===== config.mk =====
export PLATFORM = sky130hd
export DESIGN_NAME = mem_tap
export DESIGN_NICKNAME = d
export VERILOG_FILES = /design/src/tap_pkg.sv /design/src/pin_sync.sv /design/src/tap_fsm.sv /design/src/mem_tap.sv
export VERILOG_INCLUDE_DIRS = /design/src
export SDC_FILE = /design/constraint.sdc
export NUM_CORES = 1
export LEC_CHECK = 0
export BUFFER_PORTS_ARGS = -buffer_cell sky130_fd_sc_hd__buf_2
export CAP_MARGIN = 20
export CORE_UTILIZATION = 50
export DETAILED_ROUTE_END_ITERATION = 10
export PLACE_DENSITY_LB_ADDON = 0.2
export SYNTH_ARGS = -nofsm -noshare
export SYNTH_HDL_FRONTEND = slang
export SYNTH_HIERARCHICAL = 1
export SYNTH_SLANG_ARGS = --single-unit

===== constraint.sdc =====
create_clock -name ref_clk -period 2.5 [get_ports ref_clk]
set_input_delay 0.5 -clock ref_clk [delete_from_list [all_inputs] [get_ports ref_clk]]
set_output_delay 0.5 -clock ref_clk [all_outputs]
set_load 0.01 [all_outputs]

===== src/tap_map.svh =====
// constants of the memory test access port: lengths, codes, id fields, cell positions
`ifndef TAP_MAP_SVH
`define TAP_MAP_SVH

// ==========================================
// register lengths
`define IR_LEN 8
`define BSR_LEN 113
`define ID_LEN 32

// ==========================================
// instruction codes
`define INS_EXTERNAL_TEST 8'h00
`define INS_IDENTIFY 8'h21
`define INS_SAMPLE_PRELOAD 8'h05
`define INS_CLAMP 8'h07
`define INS_HIGH_Z 8'h03
`define INS_BYPASS 8'hff
// value loaded into the instruction shifter in capture-ir
`define IR_CAPTURE_VAL 8'h01

// ==========================================
// identification register fields
`define ID_PRESENT_BIT 0
`define ID_MFR_LSB 1
`define ID_MFR_W 11
`define ID_DEV_LSB 12
`define ID_DEV_W 16
`define ID_WIDTH_LSB 28
`define ID_REV_LSB 30
`define WIDTH_X9 2'h0
`define WIDTH_X18 2'h1
`define WIDTH_X36 2'h2

// ==========================================
// chain cell numbers, cell n sits at chain index n-1
`define CELL_WDCLK 1
`define CELL_WDCLK_N 2
`define CELL_CHIP_SEL 3
`define CELL_REFRESH 4
`define CELL_WRITE_EN 5
`define CELL_SYSCLK_N 57
`define CELL_SYSCLK_P 58

`endif


===== src/tap_pkg.sv =====
// types shared by the memory test access port
package tap_pkg;

	typedef enum logic [3:0] {
		ST_RESET, ST_IDLE, ST_SEL_DR, ST_CAP_DR, ST_SHIFT_DR, ST_EXIT1_DR, ST_PAUSE_DR,
		ST_EXIT2_DR, ST_UPD_DR, ST_SEL_IR, ST_CAP_IR, ST_SHIFT_IR, ST_EXIT1_IR,
		ST_PAUSE_IR, ST_EXIT2_IR, ST_UPD_IR
	} tap_state_e;

	typedef enum logic [1:0] {
		DR_BYPASS, DR_IDENT, DR_BOUNDARY
	} dr_sel_e;

endpackage


===== src/pin_sync.sv =====
// three-stage synchroniser with agreement filter for pins from the test clock side
`timescale 1ns/1ps
module pin_sync #(
	parameter int W = 3
) (
	input wire logic ref_clk,
	input wire logic nrst,
	input wire logic [W-1:0] pin,
	output logic [W-1:0] level
);
	logic [W-1:0] s1_q;
	logic [W-1:0] s2_q;
	logic [W-1:0] s3_q;

	always_ff @(posedge ref_clk) begin
		if (!nrst) begin
			s1_q <= '0;
			s2_q <= '0;
			s3_q <= '0;
		end else begin
			s1_q <= pin;
			s2_q <= s1_q;
			s3_q <= s2_q;
		end
	end

	// a change is taken only once stages two and three agree
	genvar i;
	generate
		for (i = 0; i < W; i++) begin : g_bit
			always_ff @(posedge ref_clk) begin
				if (!nrst) begin
					level[i] <= 1'b0;
				end else if (s2_q[i] == s3_q[i]) begin
					level[i] <= s3_q[i];
				end
			end
		end
	endgenerate
endmodule


===== src/tap_fsm.sv =====
// sixteen-state test port controller, advanced on each test clock rise
`timescale 1ns/1ps
module tap_fsm (
	input wire logic ref_clk,
	input wire logic nrst,
	input wire logic adv,
	input wire logic mode_sel,
	output tap_pkg::tap_state_e state
);
	import tap_pkg::*;

	tap_state_e state_d;

	always_comb begin
		state_d = state;
		unique case (state)
			ST_RESET: state_d = mode_sel ? ST_RESET : ST_IDLE;
			ST_IDLE: state_d = mode_sel ? ST_SEL_DR : ST_IDLE;
			ST_SEL_DR: state_d = mode_sel ? ST_SEL_IR : ST_CAP_DR;
			ST_CAP_DR: state_d = mode_sel ? ST_EXIT1_DR : ST_SHIFT_DR;
			ST_SHIFT_DR: state_d = mode_sel ? ST_EXIT1_DR : ST_SHIFT_DR;
			ST_EXIT1_DR: state_d = mode_sel ? ST_UPD_DR : ST_PAUSE_DR;
			ST_PAUSE_DR: state_d = mode_sel ? ST_EXIT2_DR : ST_PAUSE_DR;
			ST_EXIT2_DR: state_d = mode_sel ? ST_UPD_DR : ST_SHIFT_DR;
			ST_UPD_DR: state_d = mode_sel ? ST_SEL_DR : ST_IDLE;
			ST_SEL_IR: state_d = mode_sel ? ST_RESET : ST_CAP_IR;
			ST_CAP_IR: state_d = mode_sel ? ST_EXIT1_IR : ST_SHIFT_IR;
			ST_SHIFT_IR: state_d = mode_sel ? ST_EXIT1_IR : ST_SHIFT_IR;
			ST_EXIT1_IR: state_d = mode_sel ? ST_UPD_IR : ST_PAUSE_IR;
			ST_PAUSE_IR: state_d = mode_sel ? ST_EXIT2_IR : ST_PAUSE_IR;
			ST_EXIT2_IR: state_d = mode_sel ? ST_UPD_IR : ST_SHIFT_IR;
			ST_UPD_IR: state_d = mode_sel ? ST_SEL_DR : ST_IDLE;
		endcase
	end

	always_ff @(posedge ref_clk) begin
		if (!nrst) begin
			state <= ST_RESET;
		end else if (adv) begin
			state <= state_d;
		end
	end
endmodule


===== src/mem_tap.sv =====
// test access port of the memory: instruction decode, data registers, output forcing
`timescale 1ns/1ps
`include "tap_map.svh"
module mem_tap #(
	parameter logic [1:0] DIE_REV = 2'h0,
	parameter logic [1:0] WIDTH_CODE = `WIDTH_X36,
	// arbitrary value
	parameter logic [`ID_DEV_W-1:0] DEVICE_CODE = 16'h0000,
	// arbitrary value
	parameter logic [`ID_MFR_W-1:0] MFR_CODE = 11'h000,
	parameter logic [`BSR_LEN-1:0] UNUSED_CELLS = '0
) (
	input wire logic ref_clk,
	input wire logic nrst,
	input wire logic tck,
	input wire logic tms,
	input wire logic tdi,
	input wire logic [`BSR_LEN-1:0] ring_in,
	output logic tdo,
	output logic tdo_oe,
	output logic [`BSR_LEN-1:0] ring_drive,
	output logic drive_from_chain,
	output logic outputs_hiz,
	output logic [`IR_LEN-1:0] active_ins,
	output tap_pkg::tap_state_e tap_state
);
	import tap_pkg::*;

	// ==========================================
	// instruction decode
	function automatic dr_sel_e dr_of(input logic [`IR_LEN-1:0] ins);
		unique case (ins)
			`INS_EXTERNAL_TEST: dr_of = DR_BOUNDARY;
			`INS_SAMPLE_PRELOAD: dr_of = DR_BOUNDARY;
			`INS_IDENTIFY: dr_of = DR_IDENT;
			// reserved codes fall to bypass
			default: dr_of = DR_BYPASS;
		endcase
	endfunction

	function automatic logic drives_chain(input logic [`IR_LEN-1:0] ins);
		drives_chain = (ins == `INS_EXTERNAL_TEST) || (ins == `INS_CLAMP);
	endfunction

	// ==========================================
	// pin sampling and test clock edges
	logic [2:0] pins_f;
	logic tck_prev_q;
	logic tck_rise;
	logic tck_fall;
	logic tms_f;
	logic tdi_f;

	pin_sync #(.W(3)) u_sync (
		.ref_clk(ref_clk),
		.nrst(nrst),
		.pin({tdi, tms, tck}),
		.level(pins_f)
	);

	assign tms_f = pins_f[1];
	assign tdi_f = pins_f[2];
	assign tck_rise = pins_f[0] & ~tck_prev_q;
	assign tck_fall = ~pins_f[0] & tck_prev_q;

	always_ff @(posedge ref_clk) begin
		if (!nrst) begin
			tck_prev_q <= 1'b0;
		end else begin
			tck_prev_q <= pins_f[0];
		end
	end

	tap_state_e state;

	tap_fsm u_fsm (
		.ref_clk(ref_clk),
		.nrst(nrst),
		.adv(tck_rise),
		.mode_sel(tms_f),
		.state(state)
	);

	always_ff @(posedge ref_clk) begin
		if (!nrst) begin
			tap_state <= ST_RESET;
		end else begin
			tap_state <= state;
		end
	end

	// ==========================================
	// instruction register
	logic [`IR_LEN-1:0] ir_shift_q;
	localparam logic [`IR_LEN-1:0] IR_CAP = `IR_CAPTURE_VAL;

	// one cell per instruction bit: tdi enters at the top, bit 0 faces tdo
	genvar k;
	generate
		for (k = 0; k < `IR_LEN; k++) begin : g_ir
			logic ir_next;

			if (k == `IR_LEN - 1) begin : g_tail
				assign ir_next = tdi_f;
			end else begin : g_link
				assign ir_next = ir_shift_q[k + 1];
			end

			always_ff @(posedge ref_clk) begin
				if (!nrst) begin
					ir_shift_q[k] <= IR_CAP[k];
				end else if (tck_rise && state == ST_CAP_IR) begin
					ir_shift_q[k] <= IR_CAP[k];
				end else if (tck_rise && state == ST_SHIFT_IR) begin
					ir_shift_q[k] <= ir_next;
				end
			end
		end
	endgenerate

	always_ff @(posedge ref_clk) begin
		if (!nrst) begin
			active_ins <= `INS_IDENTIFY;
		end else if (state == ST_RESET) begin
			active_ins <= `INS_IDENTIFY;
		end else if (tck_rise && state == ST_UPD_IR) begin
			active_ins <= ir_shift_q;
		end
	end

	// ==========================================
	// data registers
	logic bypass_q;
	logic [`ID_LEN-1:0] id_shift_q;
	logic [`BSR_LEN-1:0] bsr_q;
	logic [`ID_LEN-1:0] id_value;
	logic [`BSR_LEN-1:0] ring_capture;
	dr_sel_e dr_sel;

	assign dr_sel = dr_of(active_ins);

	always_comb begin
		id_value = '0;
		id_value[`ID_PRESENT_BIT] = 1'b1;
		id_value[`ID_MFR_LSB +: `ID_MFR_W] = MFR_CODE;
		id_value[`ID_DEV_LSB +: `ID_DEV_W] = DEVICE_CODE;
		id_value[`ID_WIDTH_LSB +: 2] = WIDTH_CODE;
		id_value[`ID_REV_LSB +: 2] = DIE_REV;
	end

	// unused cells capture zero but remain in the chain
	assign ring_capture = ring_in & ~UNUSED_CELLS;

	always_ff @(posedge ref_clk) begin
		if (!nrst) begin
			bypass_q <= 1'b0;
		end else if (tck_rise && dr_sel == DR_BYPASS) begin
			if (state == ST_CAP_DR) begin
				bypass_q <= 1'b0;
			end else if (state == ST_SHIFT_DR) begin
				bypass_q <= tdi_f;
			end
		end
	end

	// identification cells: the fixed code is captured whole, bit 0 faces tdo
	genvar j;
	generate
		for (j = 0; j < `ID_LEN; j++) begin : g_id
			logic id_next;

			if (j == `ID_LEN - 1) begin : g_tail
				assign id_next = tdi_f;
			end else begin : g_link
				assign id_next = id_shift_q[j + 1];
			end

			always_ff @(posedge ref_clk) begin
				if (!nrst) begin
					id_shift_q[j] <= 1'b0;
				end else if (tck_rise && dr_sel == DR_IDENT && state == ST_CAP_DR) begin
					id_shift_q[j] <= id_value[j];
				end else if (tck_rise && dr_sel == DR_IDENT && state == ST_SHIFT_DR) begin
					id_shift_q[j] <= id_next;
				end
			end
		end
	endgenerate

	// boundary chain: cell n sits at index n-1, so cell 1 (write data clock) leaves first
	logic bsr_capture;
	logic bsr_shift;
	logic bsr_update;

	assign bsr_capture = tck_rise && dr_sel == DR_BOUNDARY && state == ST_CAP_DR;
	assign bsr_shift = tck_rise && dr_sel == DR_BOUNDARY && state == ST_SHIFT_DR;
	assign bsr_update = tck_rise && dr_sel == DR_BOUNDARY && state == ST_UPD_DR;

	genvar c;
	generate
		for (c = 0; c < `BSR_LEN; c++) begin : g_cell
			logic cell_next;

			if (c == `BSR_LEN - 1) begin : g_tail
				assign cell_next = tdi_f;
			end else begin : g_link
				assign cell_next = bsr_q[c + 1];
			end

			always_ff @(posedge ref_clk) begin
				if (!nrst) begin
					bsr_q[c] <= 1'b0;
				end else if (bsr_capture) begin
					bsr_q[c] <= ring_capture[c];
				end else if (bsr_shift) begin
					bsr_q[c] <= cell_next;
				end
			end

			// update latch; the pins use it only while drive_from_chain is high
			always_ff @(posedge ref_clk) begin
				if (!nrst) begin
					ring_drive[c] <= 1'b0;
				end else if (bsr_update) begin
					ring_drive[c] <= bsr_q[c];
				end
			end
		end
	endgenerate

	// ==========================================
	// output forcing
	always_ff @(posedge ref_clk) begin
		if (!nrst) begin
			drive_from_chain <= 1'b0;
		end else begin
			drive_from_chain <= drives_chain(active_ins);
		end
	end

	always_ff @(posedge ref_clk) begin
		if (!nrst) begin
			outputs_hiz <= 1'b0;
		end else begin
			outputs_hiz <= (active_ins == `INS_HIGH_Z);
		end
	end

	// ==========================================
	// serial output, changes on the test clock fall
	logic tdo_d;
	logic shifting;

	always_comb begin
		tdo_d = 1'b0;
		if (state == ST_SHIFT_IR) begin
			tdo_d = ir_shift_q[0];
		end else begin
			unique case (dr_sel)
				DR_BYPASS: tdo_d = bypass_q;
				DR_IDENT: tdo_d = id_shift_q[0];
				DR_BOUNDARY: tdo_d = bsr_q[0];
			endcase
		end
	end

	assign shifting = (state == ST_SHIFT_IR) || (state == ST_SHIFT_DR);

	always_ff @(posedge ref_clk) begin
		if (!nrst) begin
			tdo <= 1'b0;
		end else if (tck_fall) begin
			tdo <= shifting ? tdo_d : 1'b0;
		end
	end

	// enable of the serial output pad, high only across the shift window
	always_ff @(posedge ref_clk) begin
		if (!nrst) begin
			tdo_oe <= 1'b0;
		end else if (tck_fall) begin
			tdo_oe <= shifting;
		end
	end
endmodule


==> impl_metrics.ini <==
[outcome]
status = finished with violations
violations = negative setup slack

[routing]
drcViolationCount = 0
dr.first_iter.drc_count = 606
vias = 9960
viasPerCell = 5.28
detail_route.wl_per_cell_um = 16.0
drt_pass1_iterations = 5
wl_um = 30100
postRouteAntennaNets = 0

[global_routing]
grt_pass1_vias = 9280
grt_usage_pct = 22.1
grt_first_pass_wirelength_um = 46200
overflow = 0
grt_start_max_net_pins = 115
antenna_found_initial = 4

[die]
core_area_um2 = 24200
start_util_pct = 50.8
dieHeight_um = 159
fp.dieW_um = 159
io_pins = 247
num_rows = 57
die-area_um2 = 25200

[critical_path]
cp_slowest_stage_delay_ns = 0.56
cp_max_fo = 30
slowest_stage = or4_4
cp.depth = 9
crit_family = simple AND/OR/NAND/NOR gates
worstPathRequired_ns = 2.89
startpoint = active_ins[7]
critPathCaptureType = register
rr_endpoint = g_cell[14].cell_next
critPathBufInv = 2
path_class = reg2reg
arrival_ns = 2.92
r2r_cells = 9
path_cells = or4_4 > nor4_4 > ha_2 > nand2b_4 > a2111oi_4 > buf_6 > buf_12 > nand2_1 > o211a_1
endpoint = g_cell[14].cell_next
cp-start-kind = register
worstReg2RegStart = active_ins[7]
reg2reg_slack_ns = -0.04

[sta]
maxSlewViolCount = 0
fin_crit_sh_pct = 101
setup-violations-final = 46
period_minus_slack_ns = 2.54
max_freq_mhz = 394
clock_skew_ns = 0.0120
hold_violations = 0
rsz0062_at_grt = true
worst_pin_slew_ns = 0.563
relSlewSlack_pct = 62.4
setup_ws_ns = -0.0366
hold_slack_ns = 0.217

[synth]
syn_nets = 1423
ys_top_cells_by_area = dfxtp_1 49%, nand2_1 12%, mux2i_1 9.9%, o211a_1 9.4%, a21boi_0 6.3%
synthFlopType = dfxtp_1
yosysTopAreaCellShare_pct = 48.9
synth_top_area_cell = dfxtp_1
synth_edf_count = 0
synth.distinct_cells = 54
syn_area_per_cell_um2 = 9.44
syn_inst = 1302
yosysSeqAreaShare_pct = 48.9
synth_common_cells = 388 x nand2_1, 300 x dfxtp_1, 121 x mux2i_1
synth-seq-cells = 300
synthArstFlopShare_pct = 0
synth_area_um2 = 12300
yosys_warnings = 6
synth.most_common_cell = nand2_1

[cts]
ctsHtreeMaxLevel = 2
cts-hold-fix-buffers = 0
cts_sinks = 300
root_buffer = clkbuf_16
insertion_delay_ns = 0.50
cts_tree = built
clk_path_buf_depth = 3
clkTransAtPathRegs_ns = 0.06
cts_buffers = 34

[layout]
fillCellCount = 1995
final_layout_size_suffix_gt1_share_pct = 24.5
ff_latch_area_um2 = 6010
area_growth_pct = 26.0
final_cell_area_um2 = 15500
multi_input_area_um2 = 5750
final_util_pct = 64.0
final_nets = 1657

[place]
dp_hpwl_um = 18800
dpl_cell_area_um2 = 14000
gp_congestion = 0.793
portBuffers = 246

[min_path]
min_path_type = in2reg

[power_and_ir_drop]
power.total_w = 0.00994
leakagePower_nw = 7.16
ir_drop_mv = 0.440
power_density_nw_per_um2 = 642

[flow_run]
cap_viol_max_count = 0
## worst reg2reg max path: stages (launching register included)
cell	delay, ns
dfxtp_2	0.32
or4_4	0.56
nor4_4	0.19
ha_2	0.26
nand2b_4	0.06
a2111oi_4	0.39
buf_6	0.24
buf_12	0.20
nand2_1	0.08
o211a_1	0.13
## layout by cell type (no fill, tap or decap), types with 3 or more instances in the layout
cell type and n:
a21boi_0 69, a21boi_1 54, and2_1 9, and2_2 6, buf_12 20, buf_2 245
buf_4 23, buf_6 12, clkbuf_1 9, clkbuf_16 45, clkbuf_8 9, clkinv_2 3
dfxtp_1 299, diode_2 4, inv_1 6, mux2i_1 121, nand2_1 386, nand3_1 10
nand3b_1 5, nor2_1 12, nor2b_1 7, nor3b_1 3, o211a_1 115, o21ai_0 7
o22ai_1 31
## final cells by class
type | instances | share of cell area, %
flip-flops and latches | 300 | 38.8
multi-input cells | 884 | 37.1
repair buffers | 310 | 14.0
clock buffers | 54 | 6.91
well taps | 324 | 2.62
clock inverters | 5 | 0.364
inverters | 6 | 0.145
diodes | 4 | 0.0646
## cells by family after synthesis
group / count (synthesis) / synth area share [%]
and+or+nand+nor: 461 / 15.6
DFF: 300 / 48.9
AOI/OAI and AO/OA: 296 / 20.3
muxes: 121 / 9.86
buffers and inverters: 118 / 4.90
xor gates and xnor gates: 3 / 0.214
adders and majority gates: 3 / 0.306
## registers in the layout (all words and copies together) (netlist names), 3 cells and up
name / count
ring_drive: 113
g_id.id_next: 31
g_cell.cell_next: 112
u_sync/s2_q: 3
tap_state: 4
u_fsm/state: 4
g_ir.ir_next: 7
u_sync/level: 3
u_sync/s1_q: 3
u_sync/s3_q: 3
active_ins: 8
## worst min-delay path by stage
| stage | start | end | slack [ns] | cells past startpoint |
|---|---|---|---|---|
| floorplan | u_sync/s1_q[0] | u_sync/s2_q[0] | 0.41 | 1 |
| CTS | tdi | u_sync/s1_q[2] | 0.19 | 2 |
| global placement | u_sync/s1_q[0] | u_sync/s2_q[0] | 0.41 | 1 |
| detailed placement | u_sync/s1_q[0] | u_sync/s2_q[0] | 0.41 | 1 |
| finish | tdi | u_sync/s1_q[2] | 0.22 | 2 |
| global route | tms | u_sync/s1_q[1] | 0.21 | 2 |
## routing by layer
metal	wire length [µm]	up-vias	track usage (%)
li1	-	4977	-
met1	13700	4686	29.0
met2	14300	240	36.0
met3	1340	57	3.92
met4	772	0	8.16
met5	0	-	0
## power breakdown
group | internal, W | total, W | switching [W]
sequential | 0.00479 | 0.00479 | 0.00000283
combinational | 0.000107 | 0.000212 | 0.000104
clock | 0.00304 | 0.00493 | 0.00190
## through the flow
step / setup WS (ns) / TNS [ns] / std cells
detailed placement: -0.131 / -7.82 / 1806
global placement: -0.0757 / -4.34 / 1806
global route: -0.166 / -13.33 / 1887
finish: -0.0366 / -0.570 / 1887
floorplan: 0.0592 / 0 / 1302
CTS: -0.00834 / -0.0142 / 1865
## what timing repair did
| action | CTS | global route |
|---|---|---|
| cloned | 0 | 11 |
| setup buffers | 0 | 7 |
| resized for setup | 4 | 51 |
| endpoints found under the setup margin | 113 | 152 |
Power figures use the tool's default switching activity.
